<file path="src/sig_noise_det_map.vh">
// register indices, field positions, reset values and codes of the signal and noise detector
// assumes byte address = 4 * register index on a 32-bit AXI4-Lite bus
`ifndef SIG_NOISE_DET_MAP_VH
`define SIG_NOISE_DET_MAP_VH

// ----------------------------------------
// register indices
// ----------------------------------------
`define IDX_A_RUN_THR 8'h71
`define IDX_A_WAKE_THR 8'h72
`define IDX_A_NOISE_CFG 8'h81
`define IDX_B_RUN_THR 8'h91
`define IDX_B_WAKE_THR 8'h92
`define IDX_B_NOISE_CFG 8'ha1
`define IDX_A_LOW_THR 8'hb6
`define IDX_B_LOW_THR 8'hb7
`define IDX_A_RANGE_SEL 8'hb8
`define IDX_B_RANGE_SEL 8'hb9
`define IDX_A_NOISE_THR 8'hc0
`define IDX_B_NOISE_THR 8'hc1
`define IDX_STATUS 8'hc2

// ----------------------------------------
// reset values
// ----------------------------------------
`define RST_RUN_THR 8'h00
`define RST_WAKE_THR 8'h00
`define RST_NOISE_CFG 8'h00
`define RST_LOW_THR 8'h00
`define RST_RANGE_SEL 8'h0a
`define RST_NOISE_THR 8'h00

// ----------------------------------------
// field positions
// ----------------------------------------
`define F_CNT_HI 7
`define F_CNT_LO 6
`define F_THR_HI 5
`define F_THR_LO 0
`define F_MODE_HI 5
`define F_MODE_LO 4
`define F_READOUT_SEL 7
`define F_MANUAL_RANGE 6
`define F_LOW_RANGE_HI 3
`define F_LOW_RANGE_LO 2
`define F_RANGE_HI 1
`define F_RANGE_LO 0

// ----------------------------------------
// detection modes
// ----------------------------------------
`define MODE_SQUELCH 2'b00
`define MODE_NOISE 2'b01
`define MODE_BOTH 2'b10
`define MODE_QUALIFIED 2'b11

// ----------------------------------------
// axi responses
// ----------------------------------------
`define RESP_OKAY 2'b00
`define RESP_SLVERR 2'b10

`endif

</file>
<file path="src/signal_noise_detector.v">
// signal (squelch) and fsk noise detector with its two configuration sets, behind an axi4-lite slave
// assumes raw quality and fsk noise values arrive synchronous to mclk_in with a sample strobe
//
// Overview of operation
// - mode field picks squelch, noise, both, or squelch with low-qualified noise
// - bits 7:6 give consecutive-sample count for detect; 00b disables counting
// - run-mode threshold is bits 5:0 of the run threshold register
// - wake-up threshold is bits 5:0 of the wake threshold register
// - readout select bit 7 routes low-threshold signal level onto quality status
// - bit 6 picks main range factor from data rate (0) or from select register (1); low range factor always from select register
// - low range factor code 00..11 selects 2,4,6,8; reset 6
// - main range factor code 00..11 selects 4,6,8,10; reset 8
// - quality value is divided by two to the range factor before use
// - in qualified mode noise detect counts only while level exceeds low threshold
// - higher quality value means more reliable bit; used to separate data from noise
`timescale 1ns/1ps
`include "sig_noise_det_map.vh"

module signal_noise_detector (
  input wire mclk_in,
  input wire rst_in,
  input wire ce_in,
  // axi4-lite slave
  input wire [9:0] s_axi_awaddr_in,
  input wire s_axi_awvalid_in,
  output wire s_axi_awready_out,
  input wire [31:0] s_axi_wdata_in,
  input wire [3:0] s_axi_wstrb_in,
  input wire s_axi_wvalid_in,
  output wire s_axi_wready_out,
  output reg [1:0] s_axi_bresp_out,
  output reg s_axi_bvalid_out,
  input wire s_axi_bready_in,
  input wire [9:0] s_axi_araddr_in,
  input wire s_axi_arvalid_in,
  output wire s_axi_arready_out,
  output reg [31:0] s_axi_rdata_out,
  output reg [1:0] s_axi_rresp_out,
  output reg s_axi_rvalid_out,
  input wire s_axi_rready_in,
  // detector side
  input wire sample_valid_in,
  input wire [15:0] bit_quality_value_in,
  input wire [7:0] fsk_noise_value_in,
  input wire config_set_b_in,
  input wire wake_mode_in,
  input wire [1:0] data_rate_range_in,
  output reg signal_detect_out,
  output reg [7:0] quality_status_out
);

  // ----------------------------------------
  // decoding functions
  // ----------------------------------------
  // main range code to shift count
  function [3:0] main_shift;
    input [1:0] code;
    begin
      case (code)
        2'b00: main_shift = 4'h4;
        2'b01: main_shift = 4'h6;
        2'b10: main_shift = 4'h8;
        default: main_shift = 4'ha;
      endcase
    end
  endfunction

  // low range code to shift count
  function [3:0] low_shift;
    input [1:0] code;
    begin
      case (code)
        2'b00: low_shift = 4'h2;
        2'b01: low_shift = 4'h4;
        2'b10: low_shift = 4'h6;
        default: low_shift = 4'h8;
      endcase
    end
  endfunction

  // saturate a scaled value onto the 8-bit readout
  function [7:0] sat8;
    input [15:0] v;
    begin
      sat8 = (v[15:8] != 8'h00) ? 8'hff : v[7:0];
    end
  endfunction

  // ----------------------------------------
  // configuration storage, index 0 = set a, 1 = set b
  // ----------------------------------------
  reg [7:0] run_thr [0:1];
  reg [7:0] wake_thr [0:1];
  reg [7:0] noise_cfg [0:1];
  reg [7:0] low_thr [0:1];
  reg [7:0] range_sel [0:1];
  reg [7:0] noise_thr [0:1];

  // ----------------------------------------
  // axi write path
  // ----------------------------------------
  reg aw_full;
  reg w_full;
  reg [7:0] aw_index;
  reg [7:0] w_byte;
  reg w_lane0;
  wire do_write;
  wire aw_hit;

  // ready low while frozen, so no handshake completes unseen
  assign s_axi_awready_out = ~aw_full & ce_in;
  assign s_axi_wready_out = ~w_full & ce_in;
  // both halves held and the previous response gone
  assign do_write = aw_full & w_full & ~s_axi_bvalid_out;

  function idx_mapped;
    input [7:0] idx;
    begin
      case (idx)
        `IDX_A_RUN_THR, `IDX_A_WAKE_THR, `IDX_A_NOISE_CFG,
        `IDX_B_RUN_THR, `IDX_B_WAKE_THR, `IDX_B_NOISE_CFG,
        `IDX_A_LOW_THR, `IDX_B_LOW_THR, `IDX_A_RANGE_SEL,
        `IDX_B_RANGE_SEL, `IDX_A_NOISE_THR, `IDX_B_NOISE_THR,
        `IDX_STATUS: idx_mapped = 1'b1;
        default: idx_mapped = 1'b0;
      endcase
    end
  endfunction

  assign aw_hit = idx_mapped(aw_index) & (aw_index != `IDX_STATUS);

  always @(posedge mclk_in or posedge rst_in)
  begin
    if (rst_in)
    begin
      aw_full <= 1'b0;
      w_full <= 1'b0;
      aw_index <= 8'h00;
      w_byte <= 8'h00;
      w_lane0 <= 1'b0;
      s_axi_bvalid_out <= 1'b0;
      s_axi_bresp_out <= `RESP_OKAY;
    end
    else if (ce_in)
    begin
      if (s_axi_awvalid_in && !aw_full)
      begin
        aw_full <= 1'b1;
        aw_index <= s_axi_awaddr_in[9:2];
      end
      if (s_axi_wvalid_in && !w_full)
      begin
        w_full <= 1'b1;
        w_byte <= s_axi_wdata_in[7:0];
        w_lane0 <= s_axi_wstrb_in[0];
      end
      if (do_write)
      begin
        aw_full <= 1'b0;
        w_full <= 1'b0;
        s_axi_bvalid_out <= 1'b1;
        s_axi_bresp_out <= aw_hit ? `RESP_OKAY : `RESP_SLVERR;
      end
      else if (s_axi_bvalid_out && s_axi_bready_in)
        s_axi_bvalid_out <= 1'b0;
    end
  end

  // register file, one generate copy per configuration set
  genvar gs;
  generate
    for (gs = 0; gs < 2; gs = gs + 1)
    begin : cfg_set
      wire wr_en;
      wire [7:0] base_run;
      assign wr_en = do_write & w_lane0;
      assign base_run = (gs == 0) ? `IDX_A_RUN_THR : `IDX_B_RUN_THR;
      always @(posedge mclk_in or posedge rst_in)
      begin
        if (rst_in)
        begin
          run_thr[gs] <= `RST_RUN_THR;
          wake_thr[gs] <= `RST_WAKE_THR;
          noise_cfg[gs] <= `RST_NOISE_CFG;
          low_thr[gs] <= `RST_LOW_THR;
          range_sel[gs] <= `RST_RANGE_SEL;
          noise_thr[gs] <= `RST_NOISE_THR;
        end
        else if (ce_in && wr_en)
        begin
          if (aw_index == base_run)
            run_thr[gs] <= w_byte;
          if (aw_index == base_run + 8'h01)
            wake_thr[gs] <= w_byte;
          if (aw_index == ((gs == 0) ? `IDX_A_NOISE_CFG : `IDX_B_NOISE_CFG))
            noise_cfg[gs] <= w_byte;
          if (aw_index == ((gs == 0) ? `IDX_A_LOW_THR : `IDX_B_LOW_THR))
            low_thr[gs] <= w_byte;
          if (aw_index == ((gs == 0) ? `IDX_A_RANGE_SEL : `IDX_B_RANGE_SEL))
            range_sel[gs] <= w_byte;
          if (aw_index == ((gs == 0) ? `IDX_A_NOISE_THR : `IDX_B_NOISE_THR))
            noise_thr[gs] <= w_byte;
        end
      end
    end
  endgenerate

  // ----------------------------------------
  // detector datapath
  // ----------------------------------------
  wire set_idx;
  wire [7:0] active_thr_reg;
  wire [5:0] active_thr;
  wire [1:0] cnt_setting;
  wire [1:0] mode;
  wire [3:0] shift_main;
  wire [3:0] shift_low;
  wire [15:0] scaled_main;
  wire [15:0] scaled_low;
  wire squelch_hit;
  wire low_hit;
  wire noise_hit;
  reg squelch_ok;
  reg noise_ok;
  reg next_detect;
  reg [1:0] run_count;
  reg [1:0] next_count;

  assign set_idx = config_set_b_in;
  assign active_thr_reg = wake_mode_in ? wake_thr[set_idx] : run_thr[set_idx];
  assign active_thr = active_thr_reg[`F_THR_HI:`F_THR_LO];
  assign cnt_setting = active_thr_reg[`F_CNT_HI:`F_CNT_LO];
  assign mode = noise_cfg[set_idx][`F_MODE_HI:`F_MODE_LO];

  // manual range or data-rate derived range
  assign shift_main = range_sel_manual(low_thr[set_idx]) ?
                      main_shift(range_sel[set_idx][`F_RANGE_HI:`F_RANGE_LO]) :
                      main_shift(data_rate_range_in);
  assign shift_low = low_shift(range_sel[set_idx][`F_LOW_RANGE_HI:`F_LOW_RANGE_LO]);

  function range_sel_manual;
    input [7:0] r;
    begin
      range_sel_manual = r[`F_MANUAL_RANGE];
    end
  endfunction

  assign scaled_main = bit_quality_value_in >> shift_main;
  assign scaled_low = bit_quality_value_in >> shift_low;

  // larger quality means a more trustworthy bit
  assign squelch_hit = scaled_main > {10'h000, active_thr};
  assign low_hit = scaled_low > {10'h000, low_thr[set_idx][`F_THR_HI:`F_THR_LO]};
  // noise falls when a real carrier is present, so below threshold means signal
  assign noise_hit = fsk_noise_value_in < noise_thr[set_idx];

  // consecutive-sample qualification of the squelch result
  always @*
  begin
    next_count = run_count;
    squelch_ok = 1'b0;
    if (!squelch_hit)
      next_count = 2'b00;
    else if (cnt_setting == 2'b00)
      squelch_ok = 1'b1;
    else
    begin
      if (run_count != cnt_setting)
        next_count = run_count + 2'b01;
      squelch_ok = (run_count + 2'b01 >= cnt_setting) || (run_count == cnt_setting);
    end
  end

  always @*
  begin
    noise_ok = noise_hit;
    case (mode)
      `MODE_SQUELCH: next_detect = squelch_ok;
      `MODE_NOISE: next_detect = noise_hit;
      `MODE_BOTH: next_detect = squelch_ok & noise_hit;
      `MODE_QUALIFIED:
      begin
        noise_ok = noise_hit & low_hit;
        next_detect = squelch_ok & noise_ok;
      end
      default: next_detect = squelch_ok;
    endcase
  end

  always @(posedge mclk_in or posedge rst_in)
  begin
    if (rst_in)
    begin
      run_count <= 2'b00;
      signal_detect_out <= 1'b0;
      quality_status_out <= 8'h00;
    end
    else if (ce_in && sample_valid_in)
    begin
      run_count <= next_count;
      signal_detect_out <= next_detect;
      // calibration readout shows the level seen by the low threshold
      quality_status_out <= low_thr[set_idx][`F_READOUT_SEL] ? sat8(scaled_low) : sat8(scaled_main);
    end
  end

  // ----------------------------------------
  // axi read path
  // ----------------------------------------
  wire [7:0] ar_index;
  assign ar_index = s_axi_araddr_in[9:2];
  assign s_axi_arready_out = ~s_axi_rvalid_out & ce_in;

  // configuration registers are write-only and read as zero
  always @(posedge mclk_in or posedge rst_in)
  begin
    if (rst_in)
    begin
      s_axi_rvalid_out <= 1'b0;
      s_axi_rdata_out <= 32'h0000_0000;
      s_axi_rresp_out <= `RESP_OKAY;
    end
    else if (ce_in)
    begin
      if (s_axi_arvalid_in && !s_axi_rvalid_out)
      begin
        s_axi_rvalid_out <= 1'b1;
        s_axi_rresp_out <= idx_mapped(ar_index) ? `RESP_OKAY : `RESP_SLVERR;
        if (ar_index == `IDX_STATUS)
          s_axi_rdata_out <= {21'h00_0000, noise_ok, squelch_ok, signal_detect_out, quality_status_out};
        else
          s_axi_rdata_out <= 32'h0000_0000;
      end
      else if (s_axi_rvalid_out && s_axi_rready_in)
        s_axi_rvalid_out <= 1'b0;
    end
  end

endmodule // signal_noise_detector

</file>
<file path="config.mk">
export PLATFORM = sky130hd
export DESIGN_NAME = signal_noise_detector
export DESIGN_NICKNAME = d
export VERILOG_FILES = /design/src/signal_noise_detector.v
export VERILOG_INCLUDE_DIRS = /design/src
export SDC_FILE = /design/constraint.sdc
export NUM_CORES = 1
export LEC_CHECK = 0
export ABC_AREA = 0
export BUFFER_PORTS_ARGS = -buffer_cell sky130_fd_sc_hd__buf_4
export CORE_ASPECT_RATIO = 0.5
export CORE_UTILIZATION = 28
export DETAILED_ROUTE_END_ITERATION = 8
export GPL_TIMING_DRIVEN = 0
export HOLD_SLACK_MARGIN = 0.15
export PLACE_DENSITY = 0.52
export SYNTH_ARGS = -nofsm -noshare
export SYNTH_HDL_FRONTEND = slang
export SYNTH_SLANG_ARGS = --single-unit
</file>
<file path="constraint.sdc">
create_clock -name mclk_in -period 4.1 [get_ports mclk_in]
set_clock_uncertainty 0.1 [all_clocks]
set_input_delay 0 -clock mclk_in [delete_from_list [all_inputs] [get_ports mclk_in]]
set_output_delay 0 -clock mclk_in [all_outputs]
set_load 0.05 [all_outputs]
</file>
Word-level counts from Yosys, hierarchy flattened
Cells that the tools add are included.
Operators by class
  add/sub/neg operators: 1
  order comparisons: 5
  equal/unequal tests: 40
  shift-type cells: 2
  mux-type cells: 48
  bitwise operators: 15
  reduce and logical (&&, ||, !) cells: 45
Operators by type and width (count)
  8-bit == test, second input constant: 22
  8-bit 2-to-1 mux: 16
  2-bit AND reduction: 20
  4-bit case mux with 3 select lines: 3
  8-bit by 7-bit == test with 1-bit output, second input constant: 4
  16-bit by 6-bit > comparator with 1-bit output: 2
  16-bit by 4-bit right shift with 16-bit output: 2
  13-bit OR reduction: 2
  6-bit 2-to-1 mux: 3
  4-bit 2-to-1 mux: 4
  8-bit nonzero test: 2
  1-bit 2-to-1 mux: 15
  11-bit 2-to-1 mux: 1
  1-bit AND: 10
  2-bit == test, second input constant: 5
  2-bit zero test: 5
  2-bit 2-to-1 mux: 5
  2-bit by 1-bit == test with 1-bit output, second input constant: 4
  8-bit less-than comparator: 1
  8-bit != test, second input constant: 1
  2-bit nonzero test: 4
  1-bit logical AND: 7
  1-bit inverter: 4
  1-bit case mux with 4 select lines: 1
  11 further kinds: 13
Storage, ports and cells
  register bits after elaboration: 152
  input bits: 93
  output and inout port bits: 50

Logic depth before layout (Yosys ltp)
  depth after elaboration: 12
  gate-level depth with buffers: 17

Least setup slack after synthesis
OpenSTA, ideal clock, no wires.
  path kind: in2reg
  start point: input port config_set_b_in
  end point: register s_axi_rdata_out[10]
  library setup time: 0.122 ns
  arrival: 3.365 ns
  data required time: 3.878 ns
  path slack: 0.513 ns
  cell stages on the path: 15
  path buffers: 5
  path through: buf_4 > buf_2 > buf_1 > mux2_2 > ha_1 > clkbuf_1 > clkbuf_1 > o21ai_0 > mux2_2 > ha_1 > a21oi_1 > a21oi_1 > o31ai_1 > nand4_1 > a32o_1
On the way
  cells in the longest elaborated chain, start to end: 11
  elaborated cells between the ends (all ways): 24
  those cells by class: 2 x order compare; 3 x eq/ne; 1 x shift; 15 x mux; 2 x bitwise; 1 x reduce/logical
Ends and longest elaborated chain
  start: declaration: RTL line signal_noise_detector.v:45  | input wire config_set_b_in,
  1-bit inverter with 2-bit output (not written as such) (*)
  4-bit 2-to-1 mux (not written as such) (3 in series): RTL line signal_noise_detector.v:239  | assign shift_low = low_shift(range_sel[set_idx][`F_LOW_RANGE_HI:`F_LOW_RANGE_LO]);
  2-bit == test, or another cell as far along: RTL line signal_noise_detector.v:72  | case (code)
  4-bit case mux with 3 select lines: RTL line signal_noise_detector.v:72
  16-bit by 4-bit right shift with 16-bit output: RTL line signal_noise_detector.v:249  | assign scaled_low = bit_quality_value_in >> shift_low;
  16-bit by 6-bit > comparator with 1-bit output: RTL line signal_noise_detector.v:253  | assign low_hit = scaled_low > {10'h000, low_thr[set_idx][`F_THR_HI:`F_THR_LO]};
  1-bit AND: RTL line signal_noise_detector.v:283  | noise_ok = noise_hit & low_hit;
  1-bit 2-to-1 mux (*): RTL line signal_noise_detector.v:277  | case (mode)
  11-bit 2-to-1 mux (*): RTL line signal_noise_detector.v:329  | if (ar_index == `IDX_STATUS)
  end signal: assignment: RTL line signal_noise_detector.v:330  | s_axi_rdata_out <= {21'h00_0000, noise_ok, squelch_ok, signal_detect_out, quality_status_out};
  end: declaration: RTL line signal_noise_detector.v:37  | output reg [31:0] s_axi_rdata_out,
Every way passes the cells marked *; elsewhere a longest branch is shown, timed or not. The select of a mux whose other input is x is not followed.
A chain may end at the register's enable or synchronous reset.

Final worst setup path
  start point: register low_thr[6] in the netlist's numbering
  end point: register run_count[1]
On the way
  cells in the longest elaborated chain, start to end: 8
  elaborated cells between the ends (all ways): 10
  those cells by class: 1 x order compare; 2 x eq/ne; 1 x shift; 5 x mux; 1 x reduce/logical
Ends and longest elaborated chain
  start: declaration: RTL line signal_noise_detector.v:95  | reg [7:0] low_thr [0:1];
  start signal: indexed assignment: RTL line signal_noise_detector.v:185  | low_thr[gs] <= `RST_LOW_THR;
  start signal: indexed assignment: RTL line signal_noise_detector.v:198  | low_thr[gs] <= w_byte;
  8-bit 2-to-1 mux (*) (3 in series)
  4-bit 2-to-1 mux (*): RTL line signal_noise_detector.v:236  | assign shift_main = range_sel_manual(low_thr[set_idx]) ?
  16-bit by 4-bit right shift with 16-bit output (*): RTL line signal_noise_detector.v:248  | assign scaled_main = bit_quality_value_in >> shift_main;
  16-bit by 6-bit > comparator with 1-bit output (*): RTL line signal_noise_detector.v:252  | assign squelch_hit = scaled_main > {10'h000, active_thr};
  2-bit by 1-bit != test with 1-bit output (no source line) or 2-bit != test (tied branches)
  3-bit AND reduction (no source line)
  end signal: assignment: RTL line signal_noise_detector.v:300  | run_count <= next_count;
  end: declaration: RTL line signal_noise_detector.v:226  | reg [1:0] run_count;
Marks and branches as above.

==> metrics.txt <==
register area=3030 um^2; first-pass GRT wire length=29200 um; LEAKAGE=4.20 nW; clk_lat worst skew=0.41 ns; Max Fclk=0.267 GHz; EDFF count, synth=0; Fin Hold WS=0.162 ns; CTS sink count=121; CTS Buf Count=17; outcome=finished clean; CP Launch Type=register; RD Place Congestion=0.918; FP Rows=40; most frequent CP cell=mux2i_1; Synth top area share=42.7%; Overall Power=4.08 mW; root buf cell=clkbuf_16; CP max FO=10; total global routing overflow=0; Final Cycle Share=91.3%; worst min path class=in -> reg; layout cell share with drive strength beyond 1=36.4%; FFs w/ async S/R, synth=100%; CP top delay family=compound AO/OA/AOI/OAI gates; WP data arrival=3.92 ns; Min Clock Period, post-route=3.74 ns; vias per inst=4.83; Primary FF master, synth=dfrtp_1; WP data required=4.27 ns; mean area per synthesized cell=11.8 um^2; Crit Path Category=reg -> reg; Clock Pin Slew Worst Setup and Hold Paths=0.05 ns; DR iter-0 viols=305; most common cell after layout, fill and taps aside=dfrtp_1; Buffers on Ports=86; Horiz. Die Dim=223 um; Post-Layout Cell Count=1085; wire length per cell=16.9 um; total vias in the final route=5240; Slew HR=12.8%; Worst path max stage delay=0.43 ns; H-tree level count=4; # placed instances=1006; Final Util=37.9%; post-detail-place hpwl=13600 um; Routed WL=18300 um; Remaining DRCs=0; n_diodes=0; CTS tree=done; initial antenna violation count=0; Synth Cell Area=6860 um^2; core area=24000 um^2; post-synth cell types=67; Cell Pwr Density=449 nW/um^2; RSZ-0062 raised after global routing=false; top cell type by total area after synthesis=dfrtp_1; total of warnings raised by yosys=0; Slew @ Worst Pin=1.30 ns; fin. max-slew vios=0; # setup viols final=0; Die ar.=25200 um^2; MaxCap Viol Count=0; Worst VDD drop=0.000243 V; IO Pins=143; Mapped Cells=582; endpoint class of the critical path=register; largest net degree at the start of global routing=95; vias in the first global route=5133; Area growth syn-to-layout=32.6%; area of the multi-input gates=3560 um^2; Die Y=113 um; largest cells by area after synthesis=dfrtp_1 43%, mux2_2 16%, mux2i_1 5.7%, ha_1 4.0%, mux4_2 3.3%; DRT antenna net count=0; # fillers=2326; Initial Util=28.6%; GRT Total Usage=15.0%; most frequent cells in the layout=117 x dfrtp_1, 112 x buf_4, 98 x mux2_2; register area share after synthesis=44.2%; Worst path slowest cell=dfrtp_1; FF+latch count, synth=121; nets@finish=873; Clock Path Buffers=2; DRT Pass-1 Iters=5; CP Buf/Inv Count=1; Fin. Hold Viols=0; CP Cell Sequence=mux2i_2 > a211o_1 > buf_6 > mux2i_1 > mux2i_1 > ha_1 > and3_1 > o21a_1 > a2111oi_0 > o311ai_1 > nor2_1 > o211ai_1
## worst min-delay path, stage by stage
cell and delay [ns]:
buf_4 0.12, mux2i_1 0.11, o21ai_2 0.17, o22ai_1 0.09
o21ai_1 0.13
## per-layer routing
layer / wire [um] / share of wire, % / vias to the layer above / global-route usage, %
met5: 0 / 0 / - / 0
met4: 206 / 1.1 / 0 / 4.02
met3: 600 / 3.3 / 17 / 2.25
met2: 8080 / 44 / 122 / 23.3
met1: 9430 / 51 / 2620 / 21.9
li1: - / - / 2481 / -
## flip-flops by register name, indices dropped and copies added, names as in the netlist, 2 cells and up
name,flops
aw_index,8
wake_thr,16
run_count,2
noise_thr,16
w_byte,8
s_axi_rdata_out,11
range_sel,8
noise_cfg,4
quality_status_out,8
low_thr,16
run_thr,16
## cell usage after synthesis (all sizes together) (9+ instances only)
master	instances
a21oi	14
a22o	9
buf	33
clkbuf	16
dfrtp	117
ha	22
inv	17
mux2	99
mux2i	41
mux4	12
nand2	32
nand3	11
nor2	23
nor2b	10
o21ai	22
o22ai	10
## timing repair
action,in CTS,in global routing
hold buffers,48,0
endpoints found under the setup margin,2,5
endpoints found under the hold margin,154,0
gates resized for setup,1,3
setup buffers,0,1
## kinds of logic after synthesis
family,Yosys count,synth area share [%]
buffers and inverters,66,5.23
other,1,0.0547
flip-flops,121,44.2
adder cells (fa/ha/maj),22,4.01
AO/OA/AOI/OAI,94,9.61
multiplexers,152,26.4
XOR/XNOR,2,0.255
AND/OR/NAND/NOR,124,10.2
## where the power goes
part	internal (mW)	switching, mW	total (mW)
clock	0.911	0.561	1.47
combinational	0.486	0.619	1.11
sequential	1.36	0.143	1.50
## metrics by stage
step,cell area [um^2],worst slack [ns],setup TNS [ns]
2_1_floorplan,6940,0.513,0
3_3_place_gp,7980,-0.638,-66.53
3_5_place_dp,8020,-0.641,-1.27
4_1_cts,9090,0.00156,0
5_1_grt,9100,0.000601,0
6_report,9100,0.357,0
## worst paths after layout
check / startpoint / endpoint / slack (ns) / cells past startpoint
max: low_thr[6] / run_count[1] / 0.36 / 12
min: bit_quality_value_in[9] / quality_status_out[5] / 0.16 / 5
max reg2reg: low_thr[6] / run_count[1] / 0.36 / 12
min reg2reg: wake_thr[8] / wake_thr[8] / 0.38 / 1
max in group asynchronous: rst_in / range_sel[9] / 2.53 / 5
min in group asynchronous: rst_in / w_byte[3] / 0.61 / 4
## cell type report
class	instances	area share [%]
Multi-Input combinational cell	417	39.2
Sequential cell	121	33.3
Timing Repair Buffer	136	12.8
Clock buffer	18	4.83
Tap cell	315	4.33
Buffer	48	3.22
Clock inverter	13	1.61
Inverter	17	0.756
No activity file was read; power rests on OpenSTA's default activity.
